### config.mk
export PLATFORM = sky130hd
export DESIGN_NAME = ledfs_top
export DESIGN_NICKNAME = d
export VERILOG_FILES = /design/src/rtl/ledfs_sync.v /design/src/rtl/ledfs_timer.v /design/src/rtl/ledfs_top.v
export VERILOG_INCLUDE_DIRS = /design/src /design/src/rtl
export SDC_FILE = /design/constraint.sdc
export NUM_CORES = 1
export LEC_CHECK = 0
export ABC_AREA = 1
export BUFFER_PORTS_ARGS = -buffer_cell sky130_fd_sc_hd__buf_2
export CORE_UTILIZATION = 40
export DETAILED_ROUTE_END_ITERATION = 10
export HOLD_SLACK_MARGIN = 0.15
export PLACE_DENSITY = 0.58
export RECOVER_POWER = 50
export SYNTH_ARGS = -nofsm -noshare
export SYNTH_HDL_FRONTEND = slang
export SYNTH_HIERARCHICAL = 1
export SYNTH_SLANG_ARGS = --single-unit
### constraint.sdc
create_clock -name clk_sys_in -period 8.05 [get_ports clk_sys_in]
set_input_delay 0.4025 -clock clk_sys_in [delete_from_list [all_inputs] [get_ports clk_sys_in]]
set_output_delay 0.4025 -clock clk_sys_in [all_outputs]
set_load 0.02 [all_outputs]
### src/rtl/ledfs_defs.vh
`ifndef LEDFS_DEFS_VH
`define LEDFS_DEFS_VH

// System clock rate in MHz; one timebase tick lasts TICK_US microseconds.
`define LEDFS_CLK_MHZ          250
`define LEDFS_TICK_US          1
`define LEDFS_TICK_CYC         (`LEDFS_CLK_MHZ * `LEDFS_TICK_US)

// Interval figures in microseconds, as printed.
`define LEDFS_OTP_BLANK_US     180
`define LEDFS_BO_BLANK_US      25000
`define LEDFS_GND_OPEN_US      200
`define LEDFS_AUX_SHORT_US     90000
`define LEDFS_RECOVER_US       4000000

// Interval lengths in timebase ticks, derived from the figures above.
`define LEDFS_OTP_BLANK_TK     (`LEDFS_OTP_BLANK_US / `LEDFS_TICK_US)
`define LEDFS_BO_BLANK_TK      (`LEDFS_BO_BLANK_US / `LEDFS_TICK_US)
`define LEDFS_GND_OPEN_TK      (`LEDFS_GND_OPEN_US / `LEDFS_TICK_US)
`define LEDFS_AUX_SHORT_TK     (`LEDFS_AUX_SHORT_US / `LEDFS_TICK_US)
`define LEDFS_RECOVER_TK       (`LEDFS_RECOVER_US / `LEDFS_TICK_US)

// Consecutive over-current periods that declare a winding or diode short.
`define LEDFS_WOD_PERIODS      3'h4

// Thermal-sense code thresholds (8-bit code of the thermal-sense voltage).
`define LEDFS_FB_END_CODE      8'h40
`define LEDFS_FB_SPAN_LOG2     5
`define LEDFS_OTP_TRIP_CODE    8'h30
`define LEDFS_OTP_REL_CODE     8'h40

// Fault cause bit positions in the sticky cause vector.
`define LEDFS_C_OTP            0
`define LEDFS_C_VCC_OVP        1
`define LEDFS_C_PROG_OVP       2
`define LEDFS_C_WOD            3
`define LEDFS_C_AUX            4
`define LEDFS_C_DIE_OT         5
`define LEDFS_C_CS_SHORT       6
`define LEDFS_C_GND_OPEN       7
`define LEDFS_C_BROWNOUT       8
`define LEDFS_NCAUSE           9

`endif

### src/rtl/ledfs_sync.v
`timescale 1ns/1ps
// Two-stage synchroniser for a group of independent slow levels.
module ledfs_sync #(
   parameter W = 1
) (
   input  wire         clk_sys_in,   // System clock.
   input  wire         resetn_in,    // Synchronous reset, active low.
   input  wire [W-1:0] async_in,     // Levels from outside the clock domain.
   output wire [W-1:0] sync_out      // Levels safe to use in the clock domain.
);
   reg [W-1:0] meta_ff;   // First stage, read only by the second stage.
   reg [W-1:0] sync_ff;   // Second stage, the only one logic may read.

   // Each bit is crossed on its own; no bit relies on another arriving together.
   always @(posedge clk_sys_in) begin
      if (!resetn_in) begin
         meta_ff <= {W{1'b0}};
         sync_ff <= {W{1'b0}};
      end else begin
         meta_ff <= async_in;
         sync_ff <= meta_ff;
      end
   end

   assign sync_out = sync_ff;
endmodule

### src/rtl/ledfs_timer.v
`timescale 1ns/1ps
// Persistence timer: counts ticks while run is high and clears when it drops.
module ledfs_timer #(
   parameter W     = 32,
   parameter LIMIT = 1
) (
   input  wire clk_sys_in,    // System clock.
   input  wire resetn_in,     // Synchronous reset, active low.
   input  wire tick_in,       // One-cycle timebase pulse.
   input  wire run_in,        // Condition that must persist.
   output wire expired_out    // High once the condition lasted LIMIT ticks.
);
   localparam [W-1:0] LIM = LIMIT;   // Limit at the counter width.

   reg [W-1:0] cnt_ff;   // Elapsed ticks of the current run.
   reg         exp_ff;   // Registered expiry flag.

   // The count saturates at the limit so a long run never wraps round.
   always @(posedge clk_sys_in) begin
      if (!resetn_in || !run_in) begin
         cnt_ff <= {W{1'b0}};
         exp_ff <= 1'b0;
      end else begin
         if (tick_in && cnt_ff != LIM) begin
            cnt_ff <= cnt_ff + {{(W-1){1'b0}}, 1'b1};
         end
         exp_ff <= (cnt_ff == LIM);
      end
   end

   assign expired_out = exp_ff;
endmodule

### src/rtl/ledfs_top.v
// Function
// - Thermal foldback lowers reference down to half.
// - Foldback base is current before foldback starts.
// - Over-temperature trip faults; restart needs release level.
// - Latching variant also needs supply clear level.
// - Ignore over-temperature for 180 us after start.
// - Brown-out only after 25 ms continuous low line.
// - Resume when line released and supply started.
// - Brown-out recovery skips cycle-down, uses startup consumption.
// - Die over-temperature stops switching until it clears.
// - Check sense impedance at startup and max on-time.
// - Ground-open persisting 200 us stops drive pulses.
// - Every major fault interrupts drive pulse generation.
// - Latching fault holds until supply clear level.
// - Auto-recovery fault blocks 4 s, then restarts.
// - Variant parameter selects latching or auto-recovery policy.
// - No strong zero-cross pulse for 90 ms faults.
// - Four consecutive over-current periods fault as short.
`timescale 1ns/1ps
`include "ledfs_defs.vh"

module ledfs_top #(
   parameter LATCH_VARIANT  = 0,                     // 1 selects the latching policy.
   parameter REF_W          = 10,                    // Width of the current reference.
   parameter OTP_BLANK_TK   = `LEDFS_OTP_BLANK_TK,   // Over-temperature blanking, ticks.
   parameter BO_BLANK_TK    = `LEDFS_BO_BLANK_TK,    // Brown-out blanking, ticks.
   parameter GND_OPEN_TK    = `LEDFS_GND_OPEN_TK,    // Ground-open persistence, ticks.
   parameter AUX_SHORT_TK   = `LEDFS_AUX_SHORT_TK,   // Aux short timeout, ticks.
   parameter RECOVER_TK     = `LEDFS_RECOVER_TK,     // Auto-recovery delay, ticks.
   parameter TICK_CYC       = `LEDFS_TICK_CYC        // System cycles per timebase tick.
) (
   input  wire             clk_sys_in,               // System clock, 250 MHz.
   input  wire             resetn_in,                // Synchronous reset, active low.
   input  wire [7:0]       thermal_sense_code_in,    // Thermal-sense pin voltage code.
   input  wire             line_below_trip_in,       // Line sense below brownout_trip_level.
   input  wire             line_above_release_in,    // Line sense above brownout_release_level.
   input  wire             vcc_above_start_in,       // Supply above its start level.
   input  wire             vcc_below_clear_in,       // Supply below its clear level.
   input  wire             vcc_ovp_in,               // Supply overvoltage comparator.
   input  wire             programmable_overvoltage_in, // Thermal-sense pin overvoltage.
   input  wire             die_overtemp_shutdown_in, // Die over-temperature indication.
   input  wire             cs_impedance_ok_in,       // Sense pin impedance above minimum.
   input  wire             cs_diode_on_in,           // Sense pin protection diode conducts.
   input  wire             zero_cross_strong_in,     // Zero-cross pulse above short level.
   input  wire             cs_over_stop_in,          // Sense voltage above 150 % of limit.
   input  wire             period_end_in,            // Pulse: switching period ended.
   input  wire             max_on_end_in,            // Pulse: drive ended by max on-time.
   input  wire             dim_active_in,            // Step dimming engaged.
   input  wire [REF_W-1:0] dim_ref_in,               // Selected dimmed reference.
   input  wire [REF_W-1:0] full_ref_in,              // Full current reference.
   output wire             drive_enable_out,         // High while drive pulses are allowed.
   output wire             startup_mode_out,         // High for startup consumption mode.
   output wire             foldback_active_out,      // High while thermal foldback acts.
   output wire [REF_W-1:0] led_ref_out,              // Scaled current reference.
   output wire [`LEDFS_NCAUSE-1:0] fault_cause_out   // Sticky cause of last shutdown.
);

   // One-hot controller states.
   localparam [4:0] ST_START = 5'h01;   // Waiting for supply start, startup consumption.
   localparam [4:0] ST_RUN   = 5'h02;   // Switching allowed.
   localparam [4:0] ST_AUTO  = 5'h04;   // Auto-recovery delay running.
   localparam [4:0] ST_LATCH = 5'h08;   // Latched off until supply clear.
   localparam [4:0] ST_BROWN = 5'h10;   // Brown-out, fast restart pending.

   localparam [7:0] FB_END   = `LEDFS_FB_END_CODE;
   localparam [7:0] FB_START = `LEDFS_FB_END_CODE + (8'h01 << `LEDFS_FB_SPAN_LOG2);
   localparam [7:0] OTP_TRIP = `LEDFS_OTP_TRIP_CODE;
   localparam [7:0] OTP_REL  = `LEDFS_OTP_REL_CODE;
   localparam [15:0] TICK_LAST = TICK_CYC[15:0] - 16'h0001;

   // Synchronised copies of all analog comparator outputs.
   wire [7:0]  ts_code;        // Thermal-sense code.
   wire [11:0] cmp;            // Single-bit comparators.

   // Every comparator crosses two flip-flops before any logic looks at it.
   ledfs_sync #(.W(8)) u_sync_code (
      .clk_sys_in (clk_sys_in),
      .resetn_in  (resetn_in),
      .async_in   (thermal_sense_code_in),
      .sync_out   (ts_code)
   );
   ledfs_sync #(.W(12)) u_sync_cmp (
      .clk_sys_in (clk_sys_in),
      .resetn_in  (resetn_in),
      .async_in   ({line_below_trip_in, line_above_release_in, vcc_above_start_in,
                    vcc_below_clear_in, vcc_ovp_in, programmable_overvoltage_in,
                    die_overtemp_shutdown_in, cs_impedance_ok_in, cs_diode_on_in,
                    zero_cross_strong_in, cs_over_stop_in, 1'b0}),
      .sync_out   (cmp)
   );

   wire line_low   = cmp[11];   // Line below trip level.
   wire line_ok    = cmp[10];   // Line above release level.
   wire vcc_start  = cmp[9];    // Supply reached start level.
   wire vcc_clear  = cmp[8];    // Supply below clear level.
   wire vcc_ovp    = cmp[7];    // Supply overvoltage.
   wire prog_ovp   = cmp[6];    // Programmable overvoltage.
   wire die_ot     = cmp[5];    // Die over-temperature.
   wire cs_imp_ok  = cmp[4];    // Sense pin impedance acceptable.
   wire cs_diode   = cmp[3];    // Ground-open indicator.
   wire zc_strong  = cmp[2];    // Strong zero-cross pulse seen.
   wire cs_over    = cmp[1];    // Severe over-current seen.

   reg  [4:0]  state_ff;        // Controller state.
   reg  [4:0]  nxt_state;
   reg  [15:0] div_ff;          // Timebase divider.
   reg         tick_ff;         // One-cycle tick every TICK_CYC cycles.
   reg         otp_hold_ff;     // Over-temperature seen and not yet released.
   reg         nxt_otp_hold;
   reg         over_seen_ff;    // Over-current seen within this period.
   reg  [2:0]  wod_cnt_ff;      // Consecutive over-current periods.
   reg  [REF_W-1:0] base_ff;    // Reference frozen at foldback entry.
   reg  [REF_W-1:0] ref_ff;     // Registered output reference.
   reg         fb_ff;           // Registered foldback indication.
   reg         drv_ff;          // Registered drive enable.
   reg         stm_ff;          // Registered startup mode.
   reg  [`LEDFS_NCAUSE-1:0] cause_ff;   // Sticky fault cause.
   reg  [`LEDFS_NCAUSE-1:0] nxt_cause;
   reg  [`LEDFS_NCAUSE-1:0] fault_vec;  // Faults detected in this cycle.
   reg  [REF_W-1:0] nxt_ref;

   wire running = state_ff[1];
   wire blank_done;             // Over-temperature blanking elapsed.
   wire bo_expired;             // Brown-out blanking elapsed.
   wire gnd_expired;            // Ground-open persistence elapsed.
   wire aux_expired;            // Aux short timeout elapsed.
   wire rec_expired;            // Auto-recovery delay elapsed.

   // Divider that makes the single timebase tick for every interval.
   always @(posedge clk_sys_in) begin
      if (!resetn_in) begin
         div_ff  <= 16'h0000;
         tick_ff <= 1'b0;
      end else if (div_ff == TICK_LAST) begin
         div_ff  <= 16'h0000;
         tick_ff <= 1'b1;
      end else begin
         div_ff  <= div_ff + 16'h0001;
         tick_ff <= 1'b0;
      end
   end

   // Blanking starts at each entry to RUN, so a filtered node can settle.
   ledfs_timer #(.W(32), .LIMIT(OTP_BLANK_TK)) u_blank (
      .clk_sys_in (clk_sys_in), .resetn_in (resetn_in), .tick_in (tick_ff),
      .run_in (running), .expired_out (blank_done));
   // Line must stay low without a single break for the whole blanking time.
   ledfs_timer #(.W(32), .LIMIT(BO_BLANK_TK)) u_bo (
      .clk_sys_in (clk_sys_in), .resetn_in (resetn_in), .tick_in (tick_ff),
      .run_in (running && line_low), .expired_out (bo_expired));
   ledfs_timer #(.W(32), .LIMIT(GND_OPEN_TK)) u_gnd (
      .clk_sys_in (clk_sys_in), .resetn_in (resetn_in), .tick_in (tick_ff),
      .run_in (running && cs_diode), .expired_out (gnd_expired));
   // Each strong zero-cross pulse restarts the aux short timer.
   ledfs_timer #(.W(32), .LIMIT(AUX_SHORT_TK)) u_aux (
      .clk_sys_in (clk_sys_in), .resetn_in (resetn_in), .tick_in (tick_ff),
      .run_in (running && !zc_strong), .expired_out (aux_expired));
   ledfs_timer #(.W(32), .LIMIT(RECOVER_TK)) u_rec (
      .clk_sys_in (clk_sys_in), .resetn_in (resetn_in), .tick_in (tick_ff),
      .run_in (state_ff[2]), .expired_out (rec_expired));

   // Over-current is remembered per period; a new event beats the period clear.
   always @(posedge clk_sys_in) begin
      if (!resetn_in || !running) begin
         over_seen_ff <= 1'b0;
         wod_cnt_ff   <= 3'h0;
      end else begin
         over_seen_ff <= cs_over || (over_seen_ff && !period_end_in);
         if (period_end_in) begin
            if (over_seen_ff || cs_over) begin
               if (wod_cnt_ff != `LEDFS_WOD_PERIODS) begin
                  wod_cnt_ff <= wod_cnt_ff + 3'h1;
               end
            end else begin
               wod_cnt_ff <= 3'h0;
            end
         end
      end
   end

   // Fault detection; the comparator for over-temperature is ignored while blanked.
   always @* begin
      fault_vec = {`LEDFS_NCAUSE{1'b0}};
      if (running) begin
         fault_vec[`LEDFS_C_OTP]      = blank_done && (ts_code < OTP_TRIP);
         fault_vec[`LEDFS_C_VCC_OVP]  = vcc_ovp;
         fault_vec[`LEDFS_C_PROG_OVP] = prog_ovp;
         fault_vec[`LEDFS_C_WOD]      = (wod_cnt_ff == `LEDFS_WOD_PERIODS);
         fault_vec[`LEDFS_C_AUX]      = aux_expired;
         fault_vec[`LEDFS_C_DIE_OT]   = die_ot;
         // Impedance is judged after each max on-time pulse; the start check is below.
         fault_vec[`LEDFS_C_CS_SHORT] = max_on_end_in && !cs_imp_ok;
         fault_vec[`LEDFS_C_GND_OPEN] = gnd_expired;
         fault_vec[`LEDFS_C_BROWNOUT] = bo_expired;
      end
   end

   // Faults that latch off in the latching variant; all others auto-recover, except a lone brown-out, which goes to BROWN.
   wire [`LEDFS_NCAUSE-1:0] latch_mask =
      (LATCH_VARIANT != 0) ? ({`LEDFS_NCAUSE{1'b0}} |
                               ({{(`LEDFS_NCAUSE-1){1'b0}}, 1'b1} << `LEDFS_C_OTP) |
                               ({{(`LEDFS_NCAUSE-1){1'b0}}, 1'b1} << `LEDFS_C_PROG_OVP) |
                               ({{(`LEDFS_NCAUSE-1){1'b0}}, 1'b1} << `LEDFS_C_WOD) |
                               ({{(`LEDFS_NCAUSE-1){1'b0}}, 1'b1} << `LEDFS_C_AUX))
                            : {`LEDFS_NCAUSE{1'b0}};
   wire brown_only = fault_vec[`LEDFS_C_BROWNOUT] &&
                     ((fault_vec & ~({{(`LEDFS_NCAUSE-1){1'b0}}, 1'b1}
                                     << `LEDFS_C_BROWNOUT)) == {`LEDFS_NCAUSE{1'b0}});
   wire any_fault  = |fault_vec;
   wire latch_hit  = |(fault_vec & latch_mask);

   // Restart is refused on over-temperature or a shorted sense pin at every start.
   wire may_start = vcc_start && !die_ot && !otp_hold_ff && cs_imp_ok;

   // Main controller state machine.
   always @* begin
      nxt_state = state_ff;
      case (state_ff)
         ST_START: begin
            if (may_start) begin
               nxt_state = ST_RUN;
            end
         end
         ST_RUN: begin
            if (latch_hit) begin
               nxt_state = ST_LATCH;
            end else if (brown_only) begin
               nxt_state = ST_BROWN;
            end else if (any_fault) begin
               nxt_state = ST_AUTO;
            end
         end
         ST_AUTO: begin
            // After the delay the ordinary start condition still applies.
            if (rec_expired) begin
               nxt_state = ST_START;
            end
         end
         ST_LATCH: begin
            if (vcc_clear) begin
               nxt_state = ST_START;
            end
         end
         ST_BROWN: begin
            // No supply cycle-down is needed; startup mode recharges the supply.
            if (line_ok && may_start) begin
               nxt_state = ST_RUN;
            end
         end
         default: begin
            nxt_state = ST_START;
         end
      endcase
   end

   // Over-temperature hold clears only above the release level; a trip wins.
   always @* begin
      nxt_otp_hold = otp_hold_ff;
      if (ts_code > OTP_REL) begin
         nxt_otp_hold = 1'b0;
      end
      if (fault_vec[`LEDFS_C_OTP]) begin
         nxt_otp_hold = 1'b1;
      end
   end

   // Cause clears on restart into RUN; a fault in the same cycle is kept.
   always @* begin
      nxt_cause = cause_ff;
      if (!running && nxt_state == ST_RUN) begin
         nxt_cause = {`LEDFS_NCAUSE{1'b0}};
      end
      if (any_fault) begin
         nxt_cause = fault_vec;
      end
   end

   // Foldback scaling: linear from full base at start down to half at end.
   wire [REF_W-1:0] pre_ref = dim_active_in ? dim_ref_in : full_ref_in;
   wire             in_fb   = (ts_code < FB_START);
   wire [REF_W-1:0] half    = {1'b0, base_ff[REF_W-1:1]};
   wire [7:0]       depth   = ts_code - FB_END;
   wire [REF_W+7:0] prod    = half * depth;
   wire [REF_W+7:0] scaled  = prod >> `LEDFS_FB_SPAN_LOG2;

   always @* begin
      if (!in_fb) begin
         nxt_ref = pre_ref;
      end else if (ts_code <= FB_END) begin
         nxt_ref = half;
      end else begin
         nxt_ref = half + scaled[REF_W-1:0];
      end
   end

   // Controller state, hold, cause, base and all registered outputs.
   always @(posedge clk_sys_in) begin
      if (!resetn_in) begin
         state_ff    <= ST_START;
         otp_hold_ff <= 1'b0;
         cause_ff    <= {`LEDFS_NCAUSE{1'b0}};
         base_ff     <= {REF_W{1'b0}};
         ref_ff      <= {REF_W{1'b0}};
         fb_ff       <= 1'b0;
         drv_ff      <= 1'b0;
         stm_ff      <= 1'b1;
      end else begin
         state_ff    <= nxt_state;
         otp_hold_ff <= nxt_otp_hold;
         cause_ff    <= nxt_cause;
         // The base tracks the current in force until foldback begins.
         if (!in_fb) begin
            base_ff <= pre_ref;
         end
         ref_ff      <= nxt_ref;
         fb_ff       <= in_fb;
         // Drive is dropped in the same edge that a fault is seen.
         drv_ff      <= (nxt_state == ST_RUN) && !(running && any_fault);
         stm_ff      <= (nxt_state == ST_START) || (nxt_state == ST_BROWN);
      end
   end

   assign drive_enable_out    = drv_ff;
   assign startup_mode_out    = stm_ff;
   assign foldback_active_out = fb_ff;
   assign led_ref_out         = ref_ff;
   assign fault_cause_out     = cause_ff;
endmodule

; Yosys cells after proc, flatten, opt, wreduce, memory -nomap -nowiden
; Index checks and enable logic that the tools add are counted.
[classes]
n_div = 0
mux = 18
n_bitwise = 1
shift = 0
order_cmp = 4
n_reduce_logical = 45
add_sub_neg = 9
eq_ne = 22
multipliers = 1
[ops]
columns = op, count
row1 = $add A32 B1 Y32 const B, 5
row2 = $eq A32 B8 Y1 const B, 2
row3 = $ne A32 B8 Y1 const B, 2
row4 = $eq A32 B15 Y1 const B, 1
row5 = $eq A32 B17 Y1 const B, 1
row6 = $eq A32 B22 Y1 const B, 1
row7 = $ne A32 B15 Y1 const B, 1
row8 = $ne A32 B17 Y1 const B, 1
row9 = $ne A32 B22 Y1 const B, 1
row10 = $mux W10, 3
row11 = $mux W5, 6
row12 = $mux W9, 3
row13 = $pmux W5 S5, 1
row14 = $logic_and A1 B1 Y1, 19
row15 = $add A16 B1 Y16 const B, 1
row16 = $eq A16 B8 Y1 const B, 1
row17 = $mul A9 B8 Y15, 1
row18 = $logic_not A1 Y1, 12
row19 = $add A9 B10 Y10, 1
row20 = $eq A5 B1 Y1 const B, 2
row21 = $eq A5 B2 Y1 const B, 2
row22 = $eq A5 B5 Y1 const B, 2
row23 = $logic_not A9 Y1, 1
row24 = $reduce_or A9 Y1, 1
row25 = 18 further kinds, 29
[word_totals]
n_memories = 0
wordCells = 127
ff_bits = 264
input_bits = 44
mem_bits_rw = 0
latch_bits = 0
out_inout_bits = 22
rom_bits = 0

; Longest topological paths before layout
; Gate-level depths: netlist of the first run.
[depth]
ltp_word = 11
mapped_depth = 30
mapped_depth_nobuf = 29

; Hierarchy
; Netlist of the first run, hierarchy kept.
[by_module_without_submodules]
columns = module, cells_per_inst, seq_area_each_um2, instances, area_per_inst_um2
row1 = ledfs_top, 766, 1161.1, 1, 5436.5
row2 = ledfs_timer (u_bo), 440, 660.6, 1, 2494.9
row3 = ledfs_timer (u_aux), 429, 660.6, 1, 2454.9
row4 = ledfs_timer (u_gnd), 446, 660.6, 1, 2454.9
row5 = ledfs_timer (u_blank), 436, 660.6, 1, 2446.1
row6 = ledfs_timer (u_rec), 432, 660.6, 1, 2409.8
row7 = ledfs_sync (u_sync_cmp), 74, 480.5, 1, 683.2
row8 = ledfs_sync (u_sync_code), 50, 320.3, 1, 484.2

; Worst setup path before layout of the first run
; Ideal clock, no wire load.
[synth_path]
kind = flip-flop to flip-flop
startpoint = register u_sync_code.sync_ff[6] (netlist: u_sync_code/sync_out[6])
endpoint = register ref_ff[9] (netlist: led_ref_out[9])
setup_ns = 0.113
t_arrival_ns = 5.317
synth_period_minus_slack_ns = 5.430
n_path_buf = 1
required_ns = 7.937
slack_ns = 2.620
path_stages_with_launch = 30
cell_sequence = dfxtp_1 > buf_4 > inv_2 > ha_1 > inv_1 > nand2_1 > fa_1 > fa_1 > inv_1 > fa_1 > inv_1 > fa_1 > inv_1 > ha_1 > a21oi_1 > a21boi_0 > o21ai_1 > nand2_1 > nand2_1 > a21oi_1 > xor2_1 > ha_1 > inv_1 > o21bai_1 > a31oi_1 > nand3_1 > inv_1 > nand3_1 > nand3_1 > nand2_1
[synth_between]
elab_chain_len = 5
elab_cells_between_ends = 7
classes_between = 2 x add/sub / 1 x mul / 2 x order compare / 2 x mux
[synth_lines]
columns = element, line_no
row1 = from (decl), ledfs_sync.v:12  ; reg [W-1:0] sync_ff;
row2 = from (signal assigned), ledfs_sync.v:18  ; sync_ff <= {W{1'b0}};
row3 = from (signal assigned), ledfs_sync.v:21  ; sync_ff <= meta_ff;
row4 = $sub A8 B7 Y8, ledfs_top.v:282  ; wire [7:0] depth = ts_code - FB_END;
row5 = $mul A9 B8 Y15, ledfs_top.v:283  ; wire [REF_W+7:0] prod = half * depth;
row6 = $add A9 B10 Y10, ledfs_top.v:292  ; nxt_ref = half + scaled[REF_W-1:0];
row7 = $mux W10, ledfs_top.v:289  ; end else if (ts_code <= FB_END) begin
row8 = $mux W10 *, ledfs_top.v:287  ; if (!in_fb) begin
row9 = to (signal assigned), ledfs_top.v:303  ; ref_ff <= {REF_W{1'b0}};
row10 = to (signal assigned), ledfs_top.v:315  ; ref_ff <= nxt_ref;
row11 = to (decl), ledfs_top.v:113  ; reg [REF_W-1:0] ref_ff;
; Mark *: on every way between the ends. The rest lies on a longest branch, timed or not.
; A chain may end at the register's enable or synchronous reset.

; Worst setup path after layout of the first run
; Same ends and word-level chain as after synthesis.

==> impl_metrics.tcl, run 1 <==
set metrics [dict create \
    worst_setup_hold_path_clk_slew_ns 0.07 \
    hold_class "in -> reg" \
    ioPinCount 66 \
    clock-sinks 261 \
    detailedRoute.firstPassIterationCount 6 \
    status "complete, but fails checks" \
    final_min_period_over_clock_period_pct 75.8 \
    drt_iter0_drc 1325 \
    grt_pass1_wl_um 83900 \
    postLayoutCoreUtil_pct 44.8 \
    criticalPathCategory "reg -> reg" \
    num-nets-final 3253 \
    fin_hold_ws_ns 0.168 \
    worst_slew_margin_rel_pct -92.9 \
    placement.io_buffers 65 \
    critical_path.max_stage_delay_ns 0.55 \
    post_syn_area_um2 18800 \
    cts.repair_timing.setup_buffer_count 0 \
    start_util_pct 40.5 \
    drive_gt1_share_pct 8.03 \
    failing_checks "capacitance limit, slew limit" \
    grt_start_max_net_pins 70 \
    power.ir.vdd_worst_mv 0.145 \
    cts-htree-levels 2 \
    antenna_cells 0 \
    fin_setup_tns_ns 0 \
    first_global_vias 17100 \
    syn-mean-instance-area_um2 6.13 \
    post_cts_resize_count 0 \
    clock_tree.buffer_depth 3 \
    p_leak_nw 8.70 \
    r2r_slack_ns 1.95 \
    period_minus_slack_ns 6.10 \
    grt_setup_unrepaired "false" \
    cts_tree "built" \
    dr_total_vias 18400 \
    dpl_cell_area_um2 19400 \
    maxCapViolations 4 \
    detail_route.drc_violations 0 \
    max_slew.worst_pin.slew_ns 2.89 \
    design_area_um2 20800 \
    worstSkewPairLatency_ns 0.54 \
    antenna_found_initial 0 \
    core_box_area_um2 46500 \
    num_rows 79 \
    powerDensity_nw_per_um2 150 \
    die_x_um 219 \
    post_drt_wl_per_cell_um 13.5 \
    areaGrowthSynthToFinish_pct 10.6 \
    timing.critical_path.to_type "flip-flop" \
    finalWirelength_um 50700 \
    setup_viol 0 \
    crit_required_ns 8.52 \
    critical_path_arrival_ns 6.57 \
    routabilityCongestion 0.940 \
    synth_cells 3066 \
    die_height_um 219 \
    drv_slew 148 \
    path_max_fanout 9 \
    global_route.overflow_total 0 \
    hold_viol_final 0 \
    timing.critical_path.from_type "flip-flop" \
    detail-route-antenna-nets 0 \
    dp_hpwl_um 37800 \
    fillers 4970 \
    mappedNetlistNets 3205 \
    timing.critical_path.slowest_stage_cell "fa_1" \
    skew_ns 0.0265 \
    ctsRootBufferMaster "clkbuf_16" \
    vias_per_cell 4.92 \
    cts_buffers 34 \
    total_of_warnings_raised_by_yosys 6 \
    grt.total_usage_pct 21.4 \
    post_cts_hold_buffer_count 20 \
    clock.fmax_ghz 0.164 \
    fp.dieArea_um2 47900 \
]
[through the flow]
stage | cells | setup WS (ns) | power [mW]
6_report | 3746 | 1.95 | 3.11
2_1_floorplan | 3066 | 2.62 | 1.44
5_1_grt | 3746 | 1.61 | 3.24
4_1_cts | 3746 | 1.98 | 3.17
3_3_place_gp | 3665 | 2.11 | 1.48
3_5_place_dp | 3665 | 1.99 | 1.48
[metal layers]
metal | global-route usage, % | wire length (µm)
met3 | 3.55 | 2770
met1 | 28.5 | 24000
met2 | 35.1 | 22500
met5 | 0 | 0
met4 | 6.64 | 1360
[report_power, final]
group / internal (mW) / total (mW) / switching, mW / leakage, nW
logic: 0.0508 / 0.133 / 0.0817 / 5.99
registers: 1.31 / 1.32 / 0.0170 / 2.11
clock network: 1.04 / 1.66 / 0.611 / 0.597
[flip-flops by register name, summed over array words and instances (netlist names), 5 cells and up]
signal                cells
u_rec/cnt_ff             32
u_aux/cnt_ff             32
u_sync_cmp/meta_ff       11
state_ff                  5
u_sync_code/sync_out      8
div_ff                   16
u_sync_code/meta_ff       8
base_ff                   9
u_blank/cnt_ff           32
u_bo/cnt_ff              32
fault_cause_out           9
led_ref_out              10
u_gnd/cnt_ff             32
u_sync_cmp/sync_out      11
[cell type report]
type | instances | area [µm²] | share of cell area (%)
Clock inverter | 19 | 267 | 1.28
Clock buffer | 42 | 962 | 4.63
Tap cell | 607 | 759 | 3.65
Timing Repair Buffer | 92 | 531 | 2.55
Sequential cell | 261 | 5230 | 25.2
Inverter | 436 | 1640 | 7.87
Multi-Input combinational cell | 2289 | 11400 | 54.9
[final timing paths]
path | from | end | cells past startpoint
setup reg to reg | u_sync_code/sync_out[6] | led_ref_out[9] | 28
hold / removal | dim_ref_in[0] | led_ref_out[0] | 3
setup / recovery | u_sync_code/sync_out[6] | led_ref_out[9] | 28
hold reg to reg | u_sync_code/meta_ff[0] | u_sync_code/sync_out[0] | 2
[critical path, delay by kind of cell (launching register included)]
| family | cells | cell delay [ns] |
|---|---|---|
| compound gates | 4 | 0.70 |
| fa+ha+maj | 7 | 3.26 |
| flops | 1 | 0.53 |
| buf+inv | 6 | 0.45 |
| simple gates | 10 | 1.00 |
| xor+xnor | 1 | 0.09 |
[cells in the final DEF (no fill, tap or decap), drive strengths merged, types with 3 or more instances in the layout]
| master | n |
|---|---|
| bufinv | 6 |
| o21ai | 53 |
| a211oi | 3 |
| inv | 430 |
| ha | 54 |
| a31oi | 4 |
| dlygate4sd3 | 20 |
| nand2 | 1106 |
| clkinv | 15 |
| nor4 | 7 |
| clkbuf | 70 |
| nor2 | 470 |
| clkinvlp | 4 |
| o211ai | 4 |
| nand3 | 234 |
| dfxtp | 261 |
| o21bai | 4 |
| buf | 44 |
| nand4 | 47 |
| a21oi | 177 |
| nor3 | 14 |
| xnor2 | 23 |
| xor2 | 36 |
| fa | 41 |
Power figures use the tool's default switching activity.
==> run 2: changes to the inputs <==
Clock period 8.05 ns to 5.95 ns, I/O delays scaled along.
==> impl_metrics.tcl, run 2 (synthesis results as in run 1) <==
set metrics [dict create \
    detailedRoute.firstPassIterationCount 5 \
    status "complete, but fails checks" \
    gr-usage-met2_pct 35.9 \
    failing_checks "capacitance limit, slew limit" \
    areaGrowthSynthToFinish_pct 10.1 \
    most_used_cells_in_the_layout_excluding_fill_and_tap_cells "nand2_1, inv_1, nor2_1, dfxtp_1, nand3_1" \
    worstSkewPairLatency_ns 0.53 \
    clock_tree.buffer_depth 3 \
    final_cells 3757 \
    dr_total_vias 18500 \
    vias_per_cell 4.92 \
    antenna_found_initial 0 \
    dpl_cell_area_um2 19500 \
    routabilityCongestion 0.958 \
    drv_slew 88 \
    period_minus_slack_ns 5.64 \
    criticalPathCategory "reg -> reg" \
    maxCapViolations 3 \
    die_x_um 219 \
    core_box_area_um2 46500 \
    clock-sinks 261 \
    hold_class "in -> reg" \
    critical_path_arrival_ns 6.06 \
    clock.fmax_ghz 0.177 \
    global_route.overflow_total 0 \
    timing.critical_path.to_type "flip-flop" \
    ioPinCount 66 \
    final_common_cell "nand2_1" \
    crit_path_most_repeated_cell "inv_1" \
    path_max_fanout 5 \
    grt_pass1_wl_um 85000 \
    drive_gt1_share_pct 8.16 \
    crit_required_ns 6.37 \
    dp_hpwl_um 38300 \
    skew_ns 0.0184 \
    placed_cells_incl_taps 3676 \
    die_height_um 219 \
    drt_iter0_drc 1172 \
    detail-route-antenna-nets 0 \
    hold_viol_final 0 \
    fin_setup_tns_ns 0 \
    setup_viol 0 \
    start_util_pct 40.5 \
    grt_setup_unrepaired "false" \
    fp.dieArea_um2 47900 \
    detail_route.drc_violations 0 \
    cp_top_family "adder cells" \
    num_rows 79 \
    critical_path.max_stage_delay_ns 0.55 \
    num-nets-final 3265 \
    p_leak_nw 8.64 \
    cts_tree "built" \
    final_min_period_over_clock_period_pct 94.8 \
    critical_path_buf_inv_count 8 \
    cts_buffers 34 \
    cts-htree-levels 2 \
    grt_start_max_net_pins 60 \
    powerDensity_nw_per_um2 191 \
    power.ir.vdd_worst_mv 0.142 \
    worst_setup_hold_path_clk_slew_ns 0.07 \
    finalWirelength_um 51100 \
    timing.critical_path.slowest_stage_cell "fa_1" \
    grt_most_used_layer "met2" \
    grtUsageMet3_pct 2.56 \
    timing.critical_path.from_type "flip-flop" \
    placement.io_buffers 65 \
    design_area_um2 20700 \
    post_drt_wl_per_cell_um 13.6 \
    met1_usage_pct 29.1 \
    antenna_cells 0 \
    worst_slew_margin_rel_pct -11.2 \
    max_slew.worst_pin.slew_ns 1.67 \
    ctsRootBufferMaster "clkbuf_16" \
    grt.total_usage_pct 21.5 \
    first_global_vias 17100 \
]
run 2: repair_timing:
item / in CTS / in global routing
endpoints found under the setup margin: 0 / 4
gates resized for setup: 0 / 6
setup buffers: 0 / 0
hold buffers: 21 / 0
hold endpoints to repair: 20 / 0
run 2: path summary, 6_finish.rpt:
| kind | slack (ns) | to | from | depth (start not counted) |
|---|---|---|---|---|
| setup / recovery | 0.31 | led_ref_out[9] | u_sync_code/sync_out[7] | 29 |
| hold / removal | 0.19 | over_seen_ff | period_end_in | 4 |
| setup reg to reg | 0.31 | led_ref_out[9] | u_sync_code/sync_out[7] | 29 |
| hold reg to reg | 0.41 | u_sync_cmp/sync_out[4] | u_sync_cmp/meta_ff[4] | 2 |
run 2: area by class of cell:
class,count,area (µm²)
clock buffer,44,940
clock inverter,16,130
fill,4954,25700
sequential,261,5230
inverter,436,1640
tap,607,759
multi-input combinational,2289,11400
timing repair buffer,104,621
run 2: per-stage QoR:
stage / power [mW] / worst slack [ns] / hold slack, ns / utilization [%]
6_report: 3.96 / 0.311 / 0.195 / 44.6
5_1_grt: 4.12 / 0.00892 / 0.210 / 44.6
4_1_cts: 4.02 / 0.234 / 0.171 / 44.7
3_5_place_dp: 2.00 / 0.257 / 0.399 / 42.0
3_3_place_gp: 2.00 / 0.331 / 0.395 / 42.0
2_1_floorplan: 1.95 / 0.520 / 0.389 / -
run 2: tightest hold or removal path, cell delays in order:
cell and delay, ns:
buf_2 0.13, inv_1 0.10, a21oi_1 0.07, nor2_1 0.07
run 2: report_power, final:
| group | leakage, nW | total [mW] | switching [mW] | internal (mW) |
|---|---|---|---|---|
| logic | 6.02 | 0.191 | 0.119 | 0.0716 |
| clock network | 0.507 | 1.98 | 0.815 | 1.16 |
| registers | 2.11 | 1.79 | 0.0166 | 1.77 |
run 2: metal layers:
layer | wire length, µm | vias up
li1 | - | 9579
met1 | 24300 | 8434
met2 | 23200 | 390
met3 | 2470 | 73
met4 | 1090 | 0
met5 | 0 | -
